### src/shared/ens_regs.svh
// Register offsets, field positions and reset values of the enable-pin assignment block
// Operation
// - An assigned linear regulator turns on while the enable pin is high (only in internal flops lin_on_q, at no output); all eight assign bits reset to 0.
// - An assigned linear regulator with the pin low is off if its sleep-keep bit is 0, else low-power.
// - Each linear regulator has one assign bit that selects pin control of its state.
// - An assigned switching supply takes state and voltage from the pin together with its sleep-keep bit.
// - With its assign bit at 0 the pin has no effect and the supply follows registers and device state.
// - Assigned external converter with pin high takes voltage or off from its active voltage register.
// - Assigned external converter with pin low takes voltage or off from its sleep voltage register.
// - Assigned external converter, pin low, keep bit 1 runs low-power unless its sleep voltage is off.
// - Assigned core 2 uses its active voltage with the pin high and its sleep voltage with it low.
// - Assigned core 2, pin low, sleep-keep 1 runs low-power unless its sleep voltage is off.
// - Assigned core 1 uses its active voltage with the pin high and its sleep voltage with it low.
// - Assigned core 1, pin low, sleep-keep 1 runs low-power unless its sleep voltage is off.
// - Assigned I/O converter is on whenever the pin is high.
// - Assigned I/O converter with the pin low is off, or low-power if its sleep-keep bit is 1.
// - Any assign bit set, except spare switching bit 4, disables the voltage-scaling serial function of the shared pins.
`ifndef ENS_REGS_SVH
`define ENS_REGS_SVH
`define ENS_LIN_ASSIGN_ADDR   12'h047
`define ENS_SW_ASSIGN_ADDR    12'h048
`define ENS_LIN_ASSIGN_RST    8'h00
`define ENS_SW_ASSIGN_RST     5'h00
`define ENS_SW_IO_BIT         0
`define ENS_SW_CORE1_BIT      1
`define ENS_SW_CORE2_BIT      2
`define ENS_SW_EXT_BIT        3
`define ENS_SW_SPARE_BIT      4
`define ENS_VSEL_OFF          8'h00
`endif

### src/shared/ens_pkg.sv
// Types of the enable-pin assignment block
package ens_pkg;
   typedef enum logic [1:0]
   {
      ENS_MODE_OFF = 2'h0,
      ENS_MODE_ON  = 2'h1,
      ENS_MODE_LP  = 2'h2
   } ens_mode_t;

   typedef struct packed
   {
      logic [7:0] lin_assign;
      logic [4:0] sw_assign;
   } ens_cfg_t;

   typedef struct packed
   {
      ens_cfg_t   cfg;
      logic [31:0] prdata;
      logic        pready;
      logic        pslverr;
      logic [7:0]  lin_ctl;
      logic [7:0]  lin_lp;
      logic [3:0]  sw_ctl;
      logic [3:0]  sw_lp;
      logic [3:0]  sw_on;
      logic [7:0]  ext_v;
      logic [7:0]  core1_v;
      logic [7:0]  core2_v;
      logic        link_off;
   } ens_state_t;
endpackage

### src/verilog/ens_assign.sv
// Enable-pin supply assignment registers with APB slave and supply override logic
//
// Design decision made here: register access over APB.
`timescale 1ns/1ps
`include "ens_regs.svh"
module ens_assign
   import ens_pkg::*;
(
   // Clock and reset
   input  wire logic        MCLK_IN,
   input  wire logic        RSTN_IN,
   // APB slave
   input  wire logic        PSEL_IN,
   input  wire logic        PENABLE_IN,
   input  wire logic        PWRITE_IN,
   input  wire logic [11:0] PADDR_IN,
   input  wire logic [31:0] PWDATA_IN,
   input  wire logic [3:0]  PSTRB_IN,
   output logic      [31:0] PRDATA_OUT,
   output logic             PREADY_OUT,
   output logic             PSLVERR_OUT,
   // Enable pin and device settings
   input  wire logic        SECOND_ENABLE_INPUT_IN,
   input  wire logic [7:0]  SLEEP_KEEP_LINEAR_MASK_IN,
   input  wire logic [3:0]  SLEEP_KEEP_SWITCHER_MASK_IN,
   input  wire logic        EXTERNAL_CONVERTER_KEEP_BIT_IN,
   input  wire logic [7:0]  EXTERNAL_CONV_ACTIVE_VOLTAGE_IN,
   input  wire logic [7:0]  EXTERNAL_CONV_SLEEP_VOLTAGE_IN,
   input  wire logic [7:0]  CORE1_ACTIVE_VOLTAGE_IN,
   input  wire logic [7:0]  CORE1_SLEEP_VOLTAGE_IN,
   input  wire logic [7:0]  CORE2_ACTIVE_VOLTAGE_IN,
   input  wire logic [7:0]  CORE2_SLEEP_VOLTAGE_IN,
   // Supply overrides
   output logic      [7:0]  LIN_PIN_CTL_OUT,
   output logic      [7:0]  LIN_LP_OUT,
   output logic      [3:0]  SW_PIN_CTL_OUT,
   output logic      [3:0]  SW_ON_OUT,
   output logic      [3:0]  SW_LP_OUT,
   output logic      [7:0]  EXT_VSEL_OUT,
   output logic      [7:0]  CORE1_VSEL_OUT,
   output logic      [7:0]  CORE2_VSEL_OUT,
   output logic             SERIAL_LINK_OFF_OUT
);
   ens_state_t st_q;
   ens_state_t st_d;

   logic        pin;
   logic        acc;
   logic        wr_ok;
   logic [7:0]  keep_sw;
   logic [7:0]  vsel   [3];
   logic [7:0]  vact   [3];
   logic [7:0]  vslp   [3];
   logic [2:0]  keepv;
   logic [2:0]  asgv;

   assign pin   = SECOND_ENABLE_INPUT_IN;
   assign acc   = PSEL_IN && PENABLE_IN && !st_q.pready;
   assign wr_ok = PSTRB_IN[0];
   assign keep_sw = {4'h0, SLEEP_KEEP_SWITCHER_MASK_IN};
   assign vact[0] = EXTERNAL_CONV_ACTIVE_VOLTAGE_IN;
   assign vact[1] = CORE1_ACTIVE_VOLTAGE_IN;
   assign vact[2] = CORE2_ACTIVE_VOLTAGE_IN;
   assign vslp[0] = EXTERNAL_CONV_SLEEP_VOLTAGE_IN;
   assign vslp[1] = CORE1_SLEEP_VOLTAGE_IN;
   assign vslp[2] = CORE2_SLEEP_VOLTAGE_IN;
   assign keepv = {SLEEP_KEEP_SWITCHER_MASK_IN[`ENS_SW_CORE2_BIT],
                   SLEEP_KEEP_SWITCHER_MASK_IN[`ENS_SW_CORE1_BIT],
                   EXTERNAL_CONVERTER_KEEP_BIT_IN};

   always_comb
   begin
      st_d         = st_q;
      st_d.pready  = acc;
      st_d.pslverr = 1'b0;
      asgv = {st_q.cfg.sw_assign[`ENS_SW_CORE2_BIT],
              st_q.cfg.sw_assign[`ENS_SW_CORE1_BIT],
              st_q.cfg.sw_assign[`ENS_SW_EXT_BIT]};
      for (int i = 0; i < 3; i++)
      begin
         vsel[i] = pin ? vact[i] : vslp[i];
      end
      if (acc)
      begin
         st_d.prdata = 32'h0;
         case (PADDR_IN)
            `ENS_LIN_ASSIGN_ADDR:
            begin
               st_d.prdata = {24'h0, st_q.cfg.lin_assign};
               if (PWRITE_IN && wr_ok)
               begin
                  st_d.cfg.lin_assign = PWDATA_IN[7:0];
               end
            end
            `ENS_SW_ASSIGN_ADDR:
            begin
               st_d.prdata = {27'h0, st_q.cfg.sw_assign};
               if (PWRITE_IN && wr_ok)
               begin
                  st_d.cfg.sw_assign = PWDATA_IN[4:0];
               end
            end
            default:
            begin
               st_d.pslverr = 1'b1;
            end
         endcase
      end
      // Linear regulators
      st_d.lin_ctl = st_q.cfg.lin_assign;
      st_d.lin_lp  = st_q.cfg.lin_assign & {8{!pin}} & SLEEP_KEEP_LINEAR_MASK_IN;
      // Switching supplies: bit 0 io, 1 core1, 2 core2, 3 external
      st_d.sw_ctl = st_q.cfg.sw_assign[3:0];
      st_d.sw_on[`ENS_SW_IO_BIT] = st_q.cfg.sw_assign[`ENS_SW_IO_BIT] && pin;
      st_d.sw_lp[`ENS_SW_IO_BIT] = st_q.cfg.sw_assign[`ENS_SW_IO_BIT] && !pin
                                   && keep_sw[`ENS_SW_IO_BIT];
      st_d.sw_on[`ENS_SW_CORE1_BIT] = asgv[1] && (vsel[1] != `ENS_VSEL_OFF);
      st_d.sw_lp[`ENS_SW_CORE1_BIT] = asgv[1] && !pin && keepv[1]
                                      && (vsel[1] != `ENS_VSEL_OFF);
      st_d.sw_on[`ENS_SW_CORE2_BIT] = asgv[2] && (vsel[2] != `ENS_VSEL_OFF);
      st_d.sw_lp[`ENS_SW_CORE2_BIT] = asgv[2] && !pin && keepv[2]
                                      && (vsel[2] != `ENS_VSEL_OFF);
      st_d.sw_on[`ENS_SW_EXT_BIT] = asgv[0] && (vsel[0] != `ENS_VSEL_OFF);
      st_d.sw_lp[`ENS_SW_EXT_BIT] = asgv[0] && !pin && keepv[0]
                                    && (vsel[0] != `ENS_VSEL_OFF);
      st_d.ext_v   = asgv[0] ? vsel[0] : `ENS_VSEL_OFF;
      st_d.core1_v = asgv[1] ? vsel[1] : `ENS_VSEL_OFF;
      st_d.core2_v = asgv[2] ? vsel[2] : `ENS_VSEL_OFF;
      // Serial link off while any linear or switching supply is assigned
      st_d.link_off = (|st_q.cfg.lin_assign) || (|st_q.cfg.sw_assign[3:0]);
   end

   always_ff @(posedge MCLK_IN)
   begin
      if (!RSTN_IN)
      begin
         st_q <= '0;
      end
      else
      begin
         st_q <= st_d;
      end
   end

   assign PRDATA_OUT          = st_q.prdata;
   assign PREADY_OUT          = st_q.pready;
   assign PSLVERR_OUT         = st_q.pslverr;
   assign LIN_PIN_CTL_OUT     = st_q.lin_ctl;
   assign LIN_LP_OUT          = st_q.lin_lp;
   assign SW_PIN_CTL_OUT      = st_q.sw_ctl;
   assign SW_ON_OUT           = st_q.sw_on;
   assign SW_LP_OUT           = st_q.sw_lp;
   assign EXT_VSEL_OUT        = st_q.ext_v;
   assign CORE1_VSEL_OUT      = st_q.core1_v;
   assign CORE2_VSEL_OUT      = st_q.core2_v;
   assign SERIAL_LINK_OFF_OUT = st_q.link_off;

   // Linear on state, one internal flop per regulator
   logic [7:0] lin_on_q;
   generate
      for (genvar g = 0; g < 8; g++)
      begin : g_lin
         always_ff @(posedge MCLK_IN)
         begin
            if (!RSTN_IN)
            begin
               lin_on_q[g] <= 1'b0;
            end
            else
            begin
               lin_on_q[g] <= st_q.cfg.lin_assign[g] && pin;
            end
         end
      end
   endgenerate
endmodule // ens_assign

### config.mk
export PLATFORM = sky130hd
export DESIGN_NAME = ens_assign
export DESIGN_NICKNAME = d
export VERILOG_FILES = /design/src/shared/ens_pkg.sv /design/src/verilog/ens_assign.sv
export VERILOG_INCLUDE_DIRS = /design/src /design/src/shared
export SDC_FILE = /design/constraint.sdc
export NUM_CORES = 1
export LEC_CHECK = 0
export BUFFER_PORTS_ARGS = -buffer_cell sky130_fd_sc_hd__buf_2
export CAP_MARGIN = 20
export CORE_ASPECT_RATIO = 2
export CORE_MARGIN = 1.5
export CORE_UTILIZATION = 39
export CTS_CLUSTER_DIAMETER = 40
export DETAILED_ROUTE_END_ITERATION = 10
export PLACE_DENSITY_LB_ADDON = 0.08
export SYNTH_ARGS = -nofsm -noshare
export SYNTH_HDL_FRONTEND = slang
export SYNTH_SLANG_ARGS = --single-unit
### constraint.sdc
create_clock -name MCLK_IN -period 1.5 [get_ports MCLK_IN]
set_input_delay 0.15 -clock MCLK_IN [delete_from_list [all_inputs] [get_ports MCLK_IN]]
set_output_delay 0.15 -clock MCLK_IN [all_outputs]
set_load 0.005 [all_outputs]
==> qor.yml <==
drt:
  route.vias.total: 2544
  drt-initial-drc-count: 134
  vias_per_cell: 4.68
  wl_per_cell_um: 13.4
  post-route-drc-count: 0
  drt_pre_antenna_iters: 4
  routed_antenna_nets: 0
  total_routed_wirelength_um: 7280
cts:
  root_buffer: "sky130_fd_sc_hd__clkbuf_16"
  hold_buffers: 0
  numCtsBuffers: 9
  htree_levels: 3
  clkTransAtPathRegs_ps: 50
  cts_resized: 0
  clock_tree_from_tritoncts: "done"
  clkLatencyLatePin_ps: 330
  clkSinkCount: 76
  max-clock-path-buffers: 2
  post-cts-setup-buffers: 0
grt:
  antenna_found_initial: 0
  grt.overflow.total: 0
  grt_first_pass_wirelength_um: 11300
  grt_max_degree: 20
  number_of_global_route_vias_before_repair: 2492
  track_usage_pct: 16.8
critical_path:
  r2r_worst_path_depth: 4
  r2r_slack_ps: 190
  r2r_start: "PREADY_OUT$_SDFF_PN0_"
  start_kind: "input port"
  timing.critical_path.slowest_cell_delay_ps: 580
  cpMaxStageDelayCell: "sky130_fd_sc_hd__or4b_4"
  worstPathArrival_ps: 1530
  worst_r2r_endpoint: "st_d[52]$_SDFFE_PN0P_"
  setup.worst_path.start: "PADDR_IN[5]"
  crit_path_cell_trace: "buf_2 > or4b_4 > nor3_4 > nand4_4 > mux2i_1"
  critical_path_required_ps: 1710
  critical_path.max_fanout: 8
  timing.critical_path.to_type: "flop"
  path_class: "input port to flop"
timing:
  setup_tns_ps: 0
  fin_crit_ps: 1320
  grt_setup_unrepaired: "false"
  timing.final.max_slew_violations: 0
  fin_crit_sh_pct: 88.1
  hold_viol_final: 0
  setup_viol: 0
  timing.fmax_mhz: 757
  finalClockSkew_ps: 5.32
finish:
  layout.core_utilization_pct: 48.1
  antenna-diode-count: 0
  drive_above_1_share_pct: 40.8
  design.final.nets: 558
  layout-area-overhead-vs-synth_pct: 19.6
synthesis:
  post_synth_inst_count: 341
  syn-cell-area_mm2: 0.00331
  synth.lib_cells_used.distinct: 29
  yosysSeqAreaShare_pct: 45.9
  synth_enable_flop_cells: 0
  ys.flop_type: "sky130_fd_sc_hd__dfxtp_1"
  synth.avg_cell_area_um2: 9.72
  synth.yosys.warnings: 0
  synth_register_bits: 76
  asyncSetResetFlopFracSynth_pct: 0
die:
  design.core.area_mm2: 0.00823
  fp-row-count: 47
  starting_density_of_the_core_pct: 40.2
  design.die.area_mm2: 0.00909
  die_x_um: 68.2
  die_height_um: 133
  boundaryPins: 202
placed_design:
  buffers_on_ports: 149
  routability_driven_placement_congestion_ratio: 0.764
  detailedPlacementHpwl_um: 5920
power:
  power-per-cell-area_mw_per_mm2: 1070
  leakagePower_uw: 0.00220
  power.ir.vdd_worst_v: 0.000767
flow_run:
  maxCapViolCount: 0
hold_path:
  terminating_pin_of_the_worst_hold_path: "LIN_LP_OUT[6]$_SDFF_PN0_"
  worstHoldStart: "SLEEP_KEEP_LINEAR_MASK_IN[6]"
  worst_hold_path_type: "input port to flop"
  worstHoldPathCells: 2
run_status:
  outcome: "completed"
-- registers in the layout, indices dropped and copies added, names as in the netlist, 3 cells and up --
| signal | cells |
|---|---|
| SW_ON_OUT | 4 |
| SW_PIN_CTL_OUT | 4 |
| CORE2_VSEL_OUT | 8 |
| asgv | 3 |
| LIN_LP_OUT | 8 |
| EXT_VSEL_OUT | 8 |
| PRDATA_OUT | 8 |
| LIN_PIN_CTL_OUT | 8 |
| st_d | 9 |
| CORE1_VSEL_OUT | 8 |
| SW_LP_OUT | 4 |
-- per-stage QoR --
step | hold WS (ps) | total power, µW | instances | instance area (µm²) | worst slack, ps
floorplan | 289 | 2260 | 364 | 3400 | -97.0
global placement | 385 | 2390 | 530 | 3700 | -127
detailed placement | 386 | 2390 | 530 | 3700 | -158
CTS | 41.9 | 4300 | 544 | 3960 | 193
global route | 42.8 | 4420 | 544 | 3960 | 132
finish | 54.7 | 4240 | 544 | 3960 | 179
-- cells by family after synthesis --
group / synth area share (%)
muxes: 11.2
DFF: 45.9
other: 0.113
buffers and inverters: 21.8
AOI/OAI and AO/OA: 3.51
and+or+nand+nor: 17.5
-- synthesized netlist by cell type, types with 2 or more instances --
master                     instances  share of area (%)
sky130_fd_sc_hd__or4_1             6                1.4
sky130_fd_sc_hd__a21oi_1           3               0.45
sky130_fd_sc_hd__dfxtp_1          76                 46
sky130_fd_sc_hd__buf_4            84                 19
sky130_fd_sc_hd__a311oi_1          3               0.79
sky130_fd_sc_hd__nand2_1          24                2.7
sky130_fd_sc_hd__inv_1            13                1.5
sky130_fd_sc_hd__mux2i_1          37                 11
sky130_fd_sc_hd__buf_1             2               0.23
sky130_fd_sc_hd__nor3_1            3               0.45
sky130_fd_sc_hd__nor3_4            2               0.98
sky130_fd_sc_hd__nor2_1           31                3.5
sky130_fd_sc_hd__nand4_4           2                1.3
sky130_fd_sc_hd__a221oi_1          5                1.3
sky130_fd_sc_hd__nand3_1           4               0.60
sky130_fd_sc_hd__o21ai_0           5               0.76
sky130_fd_sc_hd__and3_1            9                1.7
sky130_fd_sc_hd__nor4_1           11                2.1
sky130_fd_sc_hd__clkbuf_1          9                1.0
sky130_fd_sc_hd__nor4b_1           3               0.79
-- report_power, final --
group	switching [µW]	internal (µW)
Combinational	155	153
Sequential	4.76	2030
Clock	751	1140
-- worst max path at each step --
stage | end | slack (ps) | cells past startpoint
after CTS | st_d[50]$_SDFFE_PN0P_ | 190 | 5
after global placement | st_d[50]$_SDFFE_PN0P_ | -130 | 5
after detailed placement | st_d[50]$_SDFFE_PN0P_ | -160 | 5
after global routing | st_d[52]$_SDFFE_PN0P_ | 130 | 4
after floorplan | st_d[45]$_SDFFE_PN0P_ | -100 | 4
final | st_d[52]$_SDFFE_PN0P_ | 180 | 5
-- routing by layer --
metal	global-route usage, %	part of all wire, %
met5	0	0
met1	15.5	33
met4	7.67	2.0
met2	31.3	57
met3	5.41	7.9
-- worst max-delay path: cells and delay by family --
kind,cells,cell delay (ps)
simple gates,3,1090
buf+inv,1,100
mux,1,190
-- layout make-up --
| type | count | area [µm²] |
|---|---|---|
| clock buffer | 12 | 246 |
| sequential | 76 | 1520 |
| inverter | 13 | 48.8 |
| tap | 98 | 123 |
| fill | 835 | 4270 |
| multi-input combinational | 180 | 1160 |
| timing repair buffer | 163 | 851 |
| clock inverter | 2 | 12.5 |
-- placed cells by master (no fill, tap or decap), types with 2 or more instances in the layout --
cell and count:
sky130_fd_sc_hd__buf_2 149, sky130_fd_sc_hd__dfxtp_1 76, sky130_fd_sc_hd__mux2i_1 37, sky130_fd_sc_hd__nor2_1 31, sky130_fd_sc_hd__nand2_1 24, sky130_fd_sc_hd__conb_1 24
sky130_fd_sc_hd__buf_4 14, sky130_fd_sc_hd__inv_1 13, sky130_fd_sc_hd__nor4_1 11, sky130_fd_sc_hd__and3_1 9, sky130_fd_sc_hd__clkbuf_16 9, sky130_fd_sc_hd__or4_1 6
sky130_fd_sc_hd__a221oi_1 5, sky130_fd_sc_hd__o21ai_0 5, sky130_fd_sc_hd__nand3_1 4, sky130_fd_sc_hd__a21oi_1 3, sky130_fd_sc_hd__nor3_1 3, sky130_fd_sc_hd__nor4b_1 3
sky130_fd_sc_hd__a311oi_1 3, sky130_fd_sc_hd__or4b_4 2, sky130_fd_sc_hd__nor3_4 2, sky130_fd_sc_hd__nand4_4 2, sky130_fd_sc_hd__clkbuf_1 2
Note: power is estimated with default switching activity, not from simulation.
